<file path="config.mk">
export PLATFORM = sky130hd
export DESIGN_NAME = ebmc_ctrl
export DESIGN_NICKNAME = d
export VERILOG_FILES = /design/src/logic/ebmc_pkg.sv /design/src/logic/ebmc_sync.sv /design/src/logic/ebmc_ctrl.sv
export SDC_FILE = /design/constraint.sdc
export NUM_CORES = 1
export LEC_CHECK = 0
export ABC_AREA = 1
export BUFFER_PORTS_ARGS = -buffer_cell sky130_fd_sc_hd__clkbuf_2
export CORE_ASPECT_RATIO = 0.5
export CORE_MARGIN = 1.5
export CORE_UTILIZATION = 45
export DETAILED_ROUTE_END_ITERATION = 10
export GPL_TIMING_DRIVEN = 0
export HOLD_SLACK_MARGIN = 0.05
export MAX_ROUTING_LAYER = met4
export PLACE_DENSITY_LB_ADDON = 0.2
export RECOVER_POWER = 100
export SLEW_MARGIN = 15
export SYNTH_ARGS = -nofsm -noshare
export SYNTH_HDL_FRONTEND = slang
export SYNTH_HIERARCHICAL = 1
export SYNTH_SLANG_ARGS = --single-unit
</file>
<file path="constraint.sdc">
create_clock -name i_mclk -period 1.3 [get_ports i_mclk]
set_clock_uncertainty 0.1 [all_clocks]
set_input_delay 0.26 -clock i_mclk [delete_from_list [all_inputs] [get_ports i_mclk]]
set_output_delay 0.26 -clock i_mclk [all_outputs]
set_load 0.02 [all_outputs]
</file>
<file path="src/logic/ebmc_pkg.sv">
package ebmc_pkg;

   // ************************************************************
   // Execution context and sequencing
   // ************************************************************
   typedef enum logic [2:0] {
      EBMC_FG,
      EBMC_WAIT_MOVE,
      EBMC_ENTER,
      EBMC_BG,
      EBMC_EXIT
   } ebmc_state_t;

   localparam int          ADDR_W          = 24;
   localparam int          IRQ_W           = 8;
   localparam int          WDT_W           = 16;
   localparam logic [15:0] WDT_RESET_VALUE = 16'h0000;
   localparam logic [3:0]  HWSTBY_RST_CYC  = 4'h8;

   // ************************************************************
   // Grouped carriers
   // ************************************************************
   typedef struct packed {
      logic              valid;
      logic [ADDR_W-1:0] next_pc;
   } ebmc_lp_t;

   typedef struct packed {
      logic             take;
      logic [IRQ_W-1:0] lines;
   } ebmc_irq_t;

endpackage

</file>
<file path="src/logic/ebmc_sync.sv">
module ebmc_sync (
   input  wire logic i_mclk,
   input  wire logic i_rst_n,
   input  wire logic i_async,
   output logic      o_level
);

   // ************************************************************
   // Three-stage capture; a change counts when stages two and three agree.
   // ************************************************************
   logic s1_q;
   logic s2_q;
   logic s3_q;

   always_ff @(posedge i_mclk) begin
      if (!i_rst_n) begin
         s1_q    <= 1'b0;
         s2_q    <= 1'b0;
         s3_q    <= 1'b0;
         o_level <= 1'b0;
      end else begin
         s1_q <= i_async;
         s2_q <= s1_q;
         s3_q <= s2_q;
         if (s2_q == s3_q) begin
            o_level <= s3_q;
         end
      end
   end

endmodule

</file>
<file path="src/logic/ebmc_ctrl.sv">
// Behaviour
// - A break that arrives during a block move waits until that instruction is completely finished.
// - The watchdog count is frozen while the monitor runs and counts only in foreground.
// - A break taken from low power saves the address right after the instruction that entered it.
// - No interrupt is accepted in the monitor, and requests raised there are kept pending.
// - Interrupts kept pending in the monitor are taken on return to the foreground.
module ebmc_ctrl (
   input  wire logic                       i_mclk,
   input  wire logic                       i_rst_n,
   input  wire logic                       i_break_req,
   input  wire logic                       i_block_move_instruction,
   input  wire logic                       i_monitor_exit,
   input  wire logic                       i_sleep,
   input  wire logic                       i_sw_standby,
   input  wire logic [ebmc_pkg::ADDR_W-1:0] i_lp_next_pc,
   input  wire logic                       i_hw_standby_pin,
   input  wire logic [ebmc_pkg::IRQ_W-1:0]  i_irq,
   input  wire logic                       i_irq_ack,
   output logic                            o_background,
   output logic                            o_break_taken,
   output logic                            o_lowpower_release,
   output logic [ebmc_pkg::ADDR_W-1:0]      o_saved_pc,
   output logic                            o_saved_pc_valid,
   output logic                            o_cpu_reset,
   output logic [ebmc_pkg::WDT_W-1:0]       o_wdt_count,
   output logic [ebmc_pkg::IRQ_W-1:0]       o_irq_deliver,
   output logic                            o_irq_take
);

   // ************************************************************
   // Declarations
   // ************************************************************
   ebmc_pkg::ebmc_state_t             state_q;
   logic                              brk_pend_q;
   logic                              hwstby_lvl;
   logic                              hwstby_d1_q;
   logic [3:0]                        rst_cnt_q;
   logic [ebmc_pkg::IRQ_W-1:0]        irq_pend_q;
   ebmc_pkg::ebmc_lp_t                lp_q;
   ebmc_pkg::ebmc_irq_t               irq_d;
   logic                              in_lowpower;

   assign in_lowpower = i_sleep | i_sw_standby;

   ebmc_sync u_hwstby_sync (
      .i_mclk  (i_mclk),
      .i_rst_n (i_rst_n),
      .i_async (i_hw_standby_pin),
      .o_level (hwstby_lvl)
   );

   // ************************************************************
   // Hardware standby becomes a timed processor reset
   // ************************************************************
   // The reset is stretched so that a short standby pulse still clears the core fully.
   always_ff @(posedge i_mclk) begin
      if (!i_rst_n) begin
         hwstby_d1_q <= 1'b0;
         rst_cnt_q   <= 4'h0;
         o_cpu_reset <= 1'b0;
      end else begin
         hwstby_d1_q <= hwstby_lvl;
         if (hwstby_lvl && !hwstby_d1_q) begin
            rst_cnt_q <= ebmc_pkg::HWSTBY_RST_CYC;
         end else if (rst_cnt_q != 4'h0 && !hwstby_lvl) begin
            rst_cnt_q <= rst_cnt_q - 4'h1;
         end
         o_cpu_reset <= hwstby_lvl || (rst_cnt_q != 4'h0);
      end
   end

   // ************************************************************
   // Break request holding
   // ************************************************************
   always_ff @(posedge i_mclk) begin
      if (!i_rst_n || o_cpu_reset) begin
         brk_pend_q <= 1'b0;
      end else if (i_break_req && (state_q == ebmc_pkg::EBMC_FG || state_q == ebmc_pkg::EBMC_EXIT)) begin
         // The exit cycle is already foreground, so a break raised there is latched rather than lost.
         brk_pend_q <= 1'b1;
      end else if (state_q == ebmc_pkg::EBMC_ENTER) begin
         brk_pend_q <= 1'b0;
      end
   end

   // ************************************************************
   // Context state machine
   // ************************************************************
   always_ff @(posedge i_mclk) begin
      if (!i_rst_n || o_cpu_reset) begin
         state_q <= ebmc_pkg::EBMC_FG;
      end else begin
         case (state_q)
            ebmc_pkg::EBMC_FG: begin
               if (i_break_req || brk_pend_q) begin
                  if (i_block_move_instruction) begin
                     state_q <= ebmc_pkg::EBMC_WAIT_MOVE;
                  end else begin
                     state_q <= ebmc_pkg::EBMC_ENTER;
                  end
               end
            end
            ebmc_pkg::EBMC_WAIT_MOVE: begin
               if (!i_block_move_instruction) begin
                  state_q <= ebmc_pkg::EBMC_ENTER;
               end
            end
            ebmc_pkg::EBMC_ENTER: begin
               state_q <= ebmc_pkg::EBMC_BG;
            end
            ebmc_pkg::EBMC_BG: begin
               if (i_monitor_exit) begin
                  state_q <= ebmc_pkg::EBMC_EXIT;
               end
            end
            default: begin
               state_q <= ebmc_pkg::EBMC_FG;
            end
         endcase
      end
   end

   // Single context flag; the exit state already counts as foreground.
   always_ff @(posedge i_mclk) begin
      if (!i_rst_n || o_cpu_reset) begin
         o_background <= 1'b0;
      end else begin
         o_background <= (state_q == ebmc_pkg::EBMC_ENTER)
                         || (state_q == ebmc_pkg::EBMC_BG && !i_monitor_exit);
      end
   end

   // ************************************************************
   // Monitor entry: break pulse, low-power release, saved address
   // ************************************************************
   always_ff @(posedge i_mclk) begin
      if (!i_rst_n || o_cpu_reset) begin
         o_break_taken      <= 1'b0;
         o_lowpower_release <= 1'b0;
         lp_q               <= '0;
      end else begin
         o_break_taken      <= (state_q == ebmc_pkg::EBMC_ENTER);
         o_lowpower_release <= (state_q == ebmc_pkg::EBMC_ENTER) && in_lowpower;
         if (state_q == ebmc_pkg::EBMC_ENTER) begin
            lp_q.valid   <= in_lowpower;
            lp_q.next_pc <= in_lowpower ? i_lp_next_pc : '0;
         end
      end
   end

   assign o_saved_pc       = lp_q.next_pc;
   assign o_saved_pc_valid = lp_q.valid;

   // ************************************************************
   // Watchdog count gated by context
   // ************************************************************
   always_ff @(posedge i_mclk) begin
      if (!i_rst_n || o_cpu_reset) begin
         o_wdt_count <= ebmc_pkg::WDT_RESET_VALUE;
      end else if (!o_background) begin
         o_wdt_count <= o_wdt_count + 16'h0001;
      end
   end

   // ************************************************************
   // Interrupt holding and delivery
   // ************************************************************
   // New requests always win over the acknowledge clear in the same cycle.
   always_ff @(posedge i_mclk) begin
      if (!i_rst_n || o_cpu_reset) begin
         irq_pend_q <= '0;
      end else begin
         irq_pend_q <= (irq_pend_q & ~((i_irq_ack && o_irq_take) ? o_irq_deliver : '0)) | i_irq;
      end
   end

   always_comb begin
      irq_d.take  = !o_background && (irq_pend_q != '0);
      irq_d.lines = irq_d.take ? irq_pend_q : '0;
   end

   always_ff @(posedge i_mclk) begin
      if (!i_rst_n || o_cpu_reset) begin
         o_irq_take    <= 1'b0;
         o_irq_deliver <= '0;
      end else begin
         o_irq_take    <= irq_d.take && !(state_q == ebmc_pkg::EBMC_ENTER);
         o_irq_deliver <= (state_q == ebmc_pkg::EBMC_ENTER) ? '0 : irq_d.lines;
      end
   end

   // ************************************************************
   // Checks
   // ************************************************************
   a_move_holds_break: assert property (
      @(posedge i_mclk) disable iff (!i_rst_n)
      (state_q == ebmc_pkg::EBMC_WAIT_MOVE && i_block_move_instruction) |=> !o_break_taken)
      else $error("break taken during block move");

   a_wdt_frozen_bg: assert property (
      @(posedge i_mclk) disable iff (!i_rst_n || o_cpu_reset)
      (o_background && $past(o_background)) |-> $stable(o_wdt_count))
      else $error("watchdog moved in background");

   a_lp_release: assert property (
      @(posedge i_mclk) disable iff (!i_rst_n || o_cpu_reset)
      (state_q == ebmc_pkg::EBMC_ENTER && in_lowpower) |=> o_lowpower_release)
      else $error("low power not released");

   a_lp_next_pc: assert property (
      @(posedge i_mclk) disable iff (!i_rst_n || o_cpu_reset)
      (state_q == ebmc_pkg::EBMC_ENTER && in_lowpower) |=> (o_saved_pc == $past(i_lp_next_pc)))
      else $error("saved address wrong");

   a_hwstby_reset: assert property (
      @(posedge i_mclk) disable iff (!i_rst_n)
      hwstby_lvl |=> o_cpu_reset)
      else $error("standby did not reset");

   a_no_irq_bg: assert property (
      @(posedge i_mclk) disable iff (!i_rst_n)
      o_background |-> !o_irq_take)
      else $error("interrupt taken in background");

   a_irq_on_return: assert property (
      @(posedge i_mclk) disable iff (!i_rst_n || o_cpu_reset)
      ($fell(o_background) && irq_pend_q != '0) |=> o_irq_take)
      else $error("pending interrupt not delivered");

   a_flag_single: assert property (
      @(posedge i_mclk) disable iff (!i_rst_n || o_cpu_reset)
      $rose(o_background) |-> (($past(state_q) == ebmc_pkg::EBMC_ENTER) && o_break_taken))
      else $error("background flag without entry");

endmodule

</file>
======== Word-level counts from Yosys, hierarchy flattened ========
Index checks and enable logic that the tools add are counted.
storage, ports and cells
  register bits after elaboration ......... 75
  output and inout port bits .............. 54
  logic and storage cells ................. 73
operators by class
  $add $sub $neg .......................... 2
  equal/unequal tests ..................... 8
  mux-type cells .......................... 11
  bitwise gates (word level) .............. 6
  reduce and logical (&&, ||, !) cells .... 27
operators with widths
  kind                     count
  $mux W24                 1
  $add A16 B1 Y16 const B  1
  $pmux W3 S4              1
  $mux W3                  3
  $and A8 B8 Y8            1
  $logic_and A1 B1 Y1      8
  $mux W4                  2
  $mux W8                  1
  $not A8 Y8               1
  $or A8 B8 Y8             1
  $reduce_bool A8 Y1       1
  $eq A3 B2 Y1 const B     2
  $logic_not A1 Y1         6
  $logic_or A1 B1 Y1       5
  $ne A2 B2 Y1 const B     2
  $reduce_bool A2 Y1       2
  $reduce_bool A4 Y1       1
  $sub A4 B1 Y4 const B    1
  $eq A3 B1 Y1 const B     1
  $eq A3 B3 Y1 const B     1
  $logic_not A3 Y1         1
  $reduce_and A3 Y1        1
  $reduce_or A3 Y1         1
  $mux W1                  2
  6 further kinds          7

======== Depth between registers and ports, before layout ========
  word-level depth ........................ 5
  depth in mapped cells ................... 8
  gate-level depth less buffers ........... 8

======== Modules after synthesis ========
The synthesis kept the hierarchy.
by module, submodules not included
  module     instances  cells an instance  area each (µm²)  seq. area each (µm²)
  ebmc_ctrl  1          381                2,825.2          1,421.4
  ebmc_sync  1          13                 116.4            80.1

======== Least setup slack after synthesis ========
No wires, ideal clock.
  path type ............................... register to register
  from .................................... reg o_wdt_count[1] in the netlist's numbering
  to ...................................... reg o_wdt_count[14] in the netlist's numbering
  setup time .............................. 0.113 ns
  arrival ................................. 1.275 ns
  required time ........................... 1.087 ns
  slack ................................... -0.188 ns
  cell stages (with the launch flop) ...... 9
  period minus slack after synthesis ...... 1.488 ns
  cell sequence ........................... dfxtp_1 -> ha_1 -> inv_1 -> nor2_1 -> nand2_1 -> nor2_1 -> nand2_1 -> nand2_1 -> nor2_1
on the way
  word-level cells in the longest chain between the ends .. 1
ends and longest elaborated chain
  element                   RTL line          source
  start: declaration        ebmc_ctrl.sv:25   output logic [ebmc_pkg::WDT_W-1:0] o_wdt_count,
  start signal: assignment  ebmc_ctrl.sv:159  o_wdt_count <= ebmc_pkg::WDT_RESET_VALUE;
  start signal: assignment  ebmc_ctrl.sv:161  o_wdt_count <= o_wdt_count + 16'h0001;
  $add A16 B1 Y16           ebmc_ctrl.sv:161
Every way passes these cells.
A chain may end at the register's enable or synchronous reset.

======== Worst setup path in the final report ========
  from .................................... reg o_wdt_count[1] in the netlist's numbering
  to ...................................... reg o_wdt_count[12] in the netlist's numbering
The elaborated chain is that of the path after synthesis.

==> results.md <==
- Post-DP HPWL: 4.74 mm
- Leak: 0.00209 µW
- # fillers: 530
- Initial antenna violation count: 0
- Worst Hold Class: primary input to flip-flop
- Grt met2 use: 34.2%
- Critical path type: flip-flop to flip-flop
- Post-Syn Area per Cell: 7.47 µm²
- Fin crit share: 98.2%
- Peak supply drop: 0.000936 V
- Hold Startpoint: i_irq[3]
- Crit path from: o_wdt_count[1]
- Syn. warnings: 6
- Number of library cell types mapped by synthesis: 26
- Clock Path Buffers: 2
- Period minus WS final: 1.28 ns
- Most frequent cells in the layout: clkbuf_2 (92), nand2_1 (83), dfxtp_1 (57)
- Share of layout cells above drive strength 1: 36.4%
- Die area: 7060 µm²
- First-pass GRT wire length: 11.2 mm
- Clock latency on the worst-skew pair: 0.33 ns
- Placement Cell Area: 3530 µm²
- Cells along the critical path: ha_4 -> inv_2 -> nor2_4 -> nand3_2 -> inv_2 -> nand3_1 -> nand2_1 -> nor2_1
- Worst slew pin tran: 0.363 ns
- Largest net degree at the start of global routing: 13
- RSZ-0062 raised after global routing: yes
- Setup violators final: 0
- GRT Util Overall: 20.9%
- Seq/Total Area, Yosys: 51.0%
- Routing usage on met3: 5.82%
- Via/cell ratio: 4.61
- Launch point of the worst reg-to-reg path: o_wdt_count[1]
- Final worst slack: 0.0230 ns
- Initial Util: 47.6%
- Busiest grt layer: met2
- Final Slew Violations: 0
- Via count: 2883
- Worst EP required: 1.41 ns
- CTS tree: built
- Std-Cell Rows: 20
- Residual DRC: 0
- Max_cap viols: 0
- Post-Synthesis Cells: 394
- Initial drt markers: 173
- Area Growth Syn to Fin: 48.9%
- Synth top area share: 51.0%
- Most used cell along the critical path: inv_2
- Root buf cell: clkbuf_16
- Relative slew slack: 75.8%
- ANT nets after route: 0
- Power, Total: 7480 µW
- Clock slew at reported path FFs: 0.06 ns
- Arr. time, crit path: 1.39 ns
- Core area: 6180 µm²
- DR WL/cell: 11.9 µm
- Max FO, Critical Path: 6
- Met1 usage in global routing: 25.3%
- H-tree levels: 3
- Synth area leaders: dfxtp_1 (51%), nand2_1 (13%), nand3_1 (7.3%)
- Clk sink count: 75
- Routed WL: 7.44 mm
- Ant diodes: 0
- GRT Residual Overflow: 0
- Synth Register Bits: 75
- Synthesized cell area: 2940 µm²
- Placer congestion estimate: 0.815
- Pwr Density: 1710 nW/µm²
- CTS buffer count: 9
- Mapped Nets: 438
- Io pins: 95
- Most common cell after layout, fill and taps aside: clkbuf_2
- Status: completed
- Final Hold Viols: 0
- Die H: 60.2 µm
- CP Capture Type: flip-flop
- Chip width: 117 µm
- Worst-case hold slack: 0.0695 ns
- Nets: 577
- Post-synth top area cell: dfxtp_1
- Vias in the first global route: 2508
- Dpl ws: -0.140 ns
- F_max: 0.783 GHz
- Largest stage delay, worst path: 0.37 ns
- IO Port Bufs: 93
- Final Instance Area: 4380 µm²
- Pre-antenna DRT Iters: 4
- Crit path launch type: flip-flop
- Slowest library cell on the worst path: dfxtp_4
## stage by stage
step	util [%]	TNS (ns)	cells
after floorplan	-	-0.0112	394
after global placement	57.0	-2.95	575
after detailed placement	57.0	-4.21	575
after CTS	67.6	-0.0285	618
after global routing	70.9	-0.631	626
final	70.9	0	626
## layout make-up
| class | instances | area [µm²] | share of cell area [%] |
|---|---|---|---|
| multi-input combinational | 261 | 1330 | 30.5 |
| sequential | 75 | 1540 | 35.1 |
| inverter | 46 | 178 | 4.06 |
| clock inverter | 4 | 72.6 | 1.66 |
| tap | 88 | 110 | 2.51 |
| clock buffer | 12 | 256 | 5.86 |
| buffer | 12 | 81.3 | 1.86 |
| timing repair buffer | 128 | 808 | 18.5 |
## repair_timing
item,4_1_cts,5_1_grt
hold buffers,27,0
setup endpoints to repair,32,55
setup buffers,0,6
resized for setup,18,61
hold endpoints to repair,27,0
pin swaps,2,12
cloned,0,2
## routing by layer
layer	vias up	share of wire, %
met3	6	4.7
met1	1282	47
met4	0	0.65
met2	69	48
met5	-	0
li1	1526	-
## final timing paths
path	slack (ns)	cells past startpoint	end
setup / recovery	0.02	8	o_wdt_count[12]
hold / removal	0.07	3	irq_pend_q[3]
setup reg to reg	0.02	8	o_wdt_count[12]
hold reg to reg	0.31	2	u_hwstby_sync/s2_q
## cells in the mapped netlist
| master | count |
|---|---|
| nand2_2 | 1 |
| nand4_1 | 5 |
| o21ai_0 | 9 |
| nor3_1 | 1 |
| buf_4 | 1 |
| nor2_2 | 4 |
| a211oi_1 | 1 |
| o21bai_1 | 2 |
| inv_1 | 42 |
| xor2_1 | 2 |
| inv_2 | 4 |
| ha_1 | 3 |
| nand3_1 | 43 |
| nand2_1 | 101 |
| nand3_2 | 1 |
| nor2_1 | 55 |
| o21ai_1 | 1 |
| nor3b_1 | 3 |
| a21oi_1 | 23 |
| nor2_4 | 2 |
| buf_2 | 7 |
| clkbuf_1 | 2 |
| dfxtp_1 | 75 |
| or2_2 | 1 |
| buf_6 | 2 |
| a22oi_1 | 3 |
## power breakdown
group | leakage (µW) | internal [µW] | switching [µW] | total, µW
clock network | 0.000159 | 1780 | 903 | 2680
registers | 0.000621 | 2630 | 228 | 2860
logic | 0.00131 | 749 | 1190 | 1940
## cells by family after synthesis
| logic type | share of synthesized area [%] |
|---|---|
| compound gates | 7.15 |
| xor+xnor | 0.596 |
| fa+ha+maj | 1.28 |
| buf+inv | 8.34 |
| flops | 51.0 |
| simple gates | 31.6 |
## flip-flops by register name, indices dropped and copies added, names as in the netlist, 3 cells and up
signal         count
o_wdt_count       16
o_saved_pc        24
state_q            3
irq_pend_q         8
o_irq_deliver      8
rst_cnt_q          4
## critical path, delay by kind of cell (launching register included)
family,cells,cell delay [ns]
flip-flops,1,0.37
buffers and inverters,2,0.10
AND/OR/NAND/NOR,5,0.45
adder cells (fa/ha/maj),1,0.13
Power figures use the tool's default switching activity.
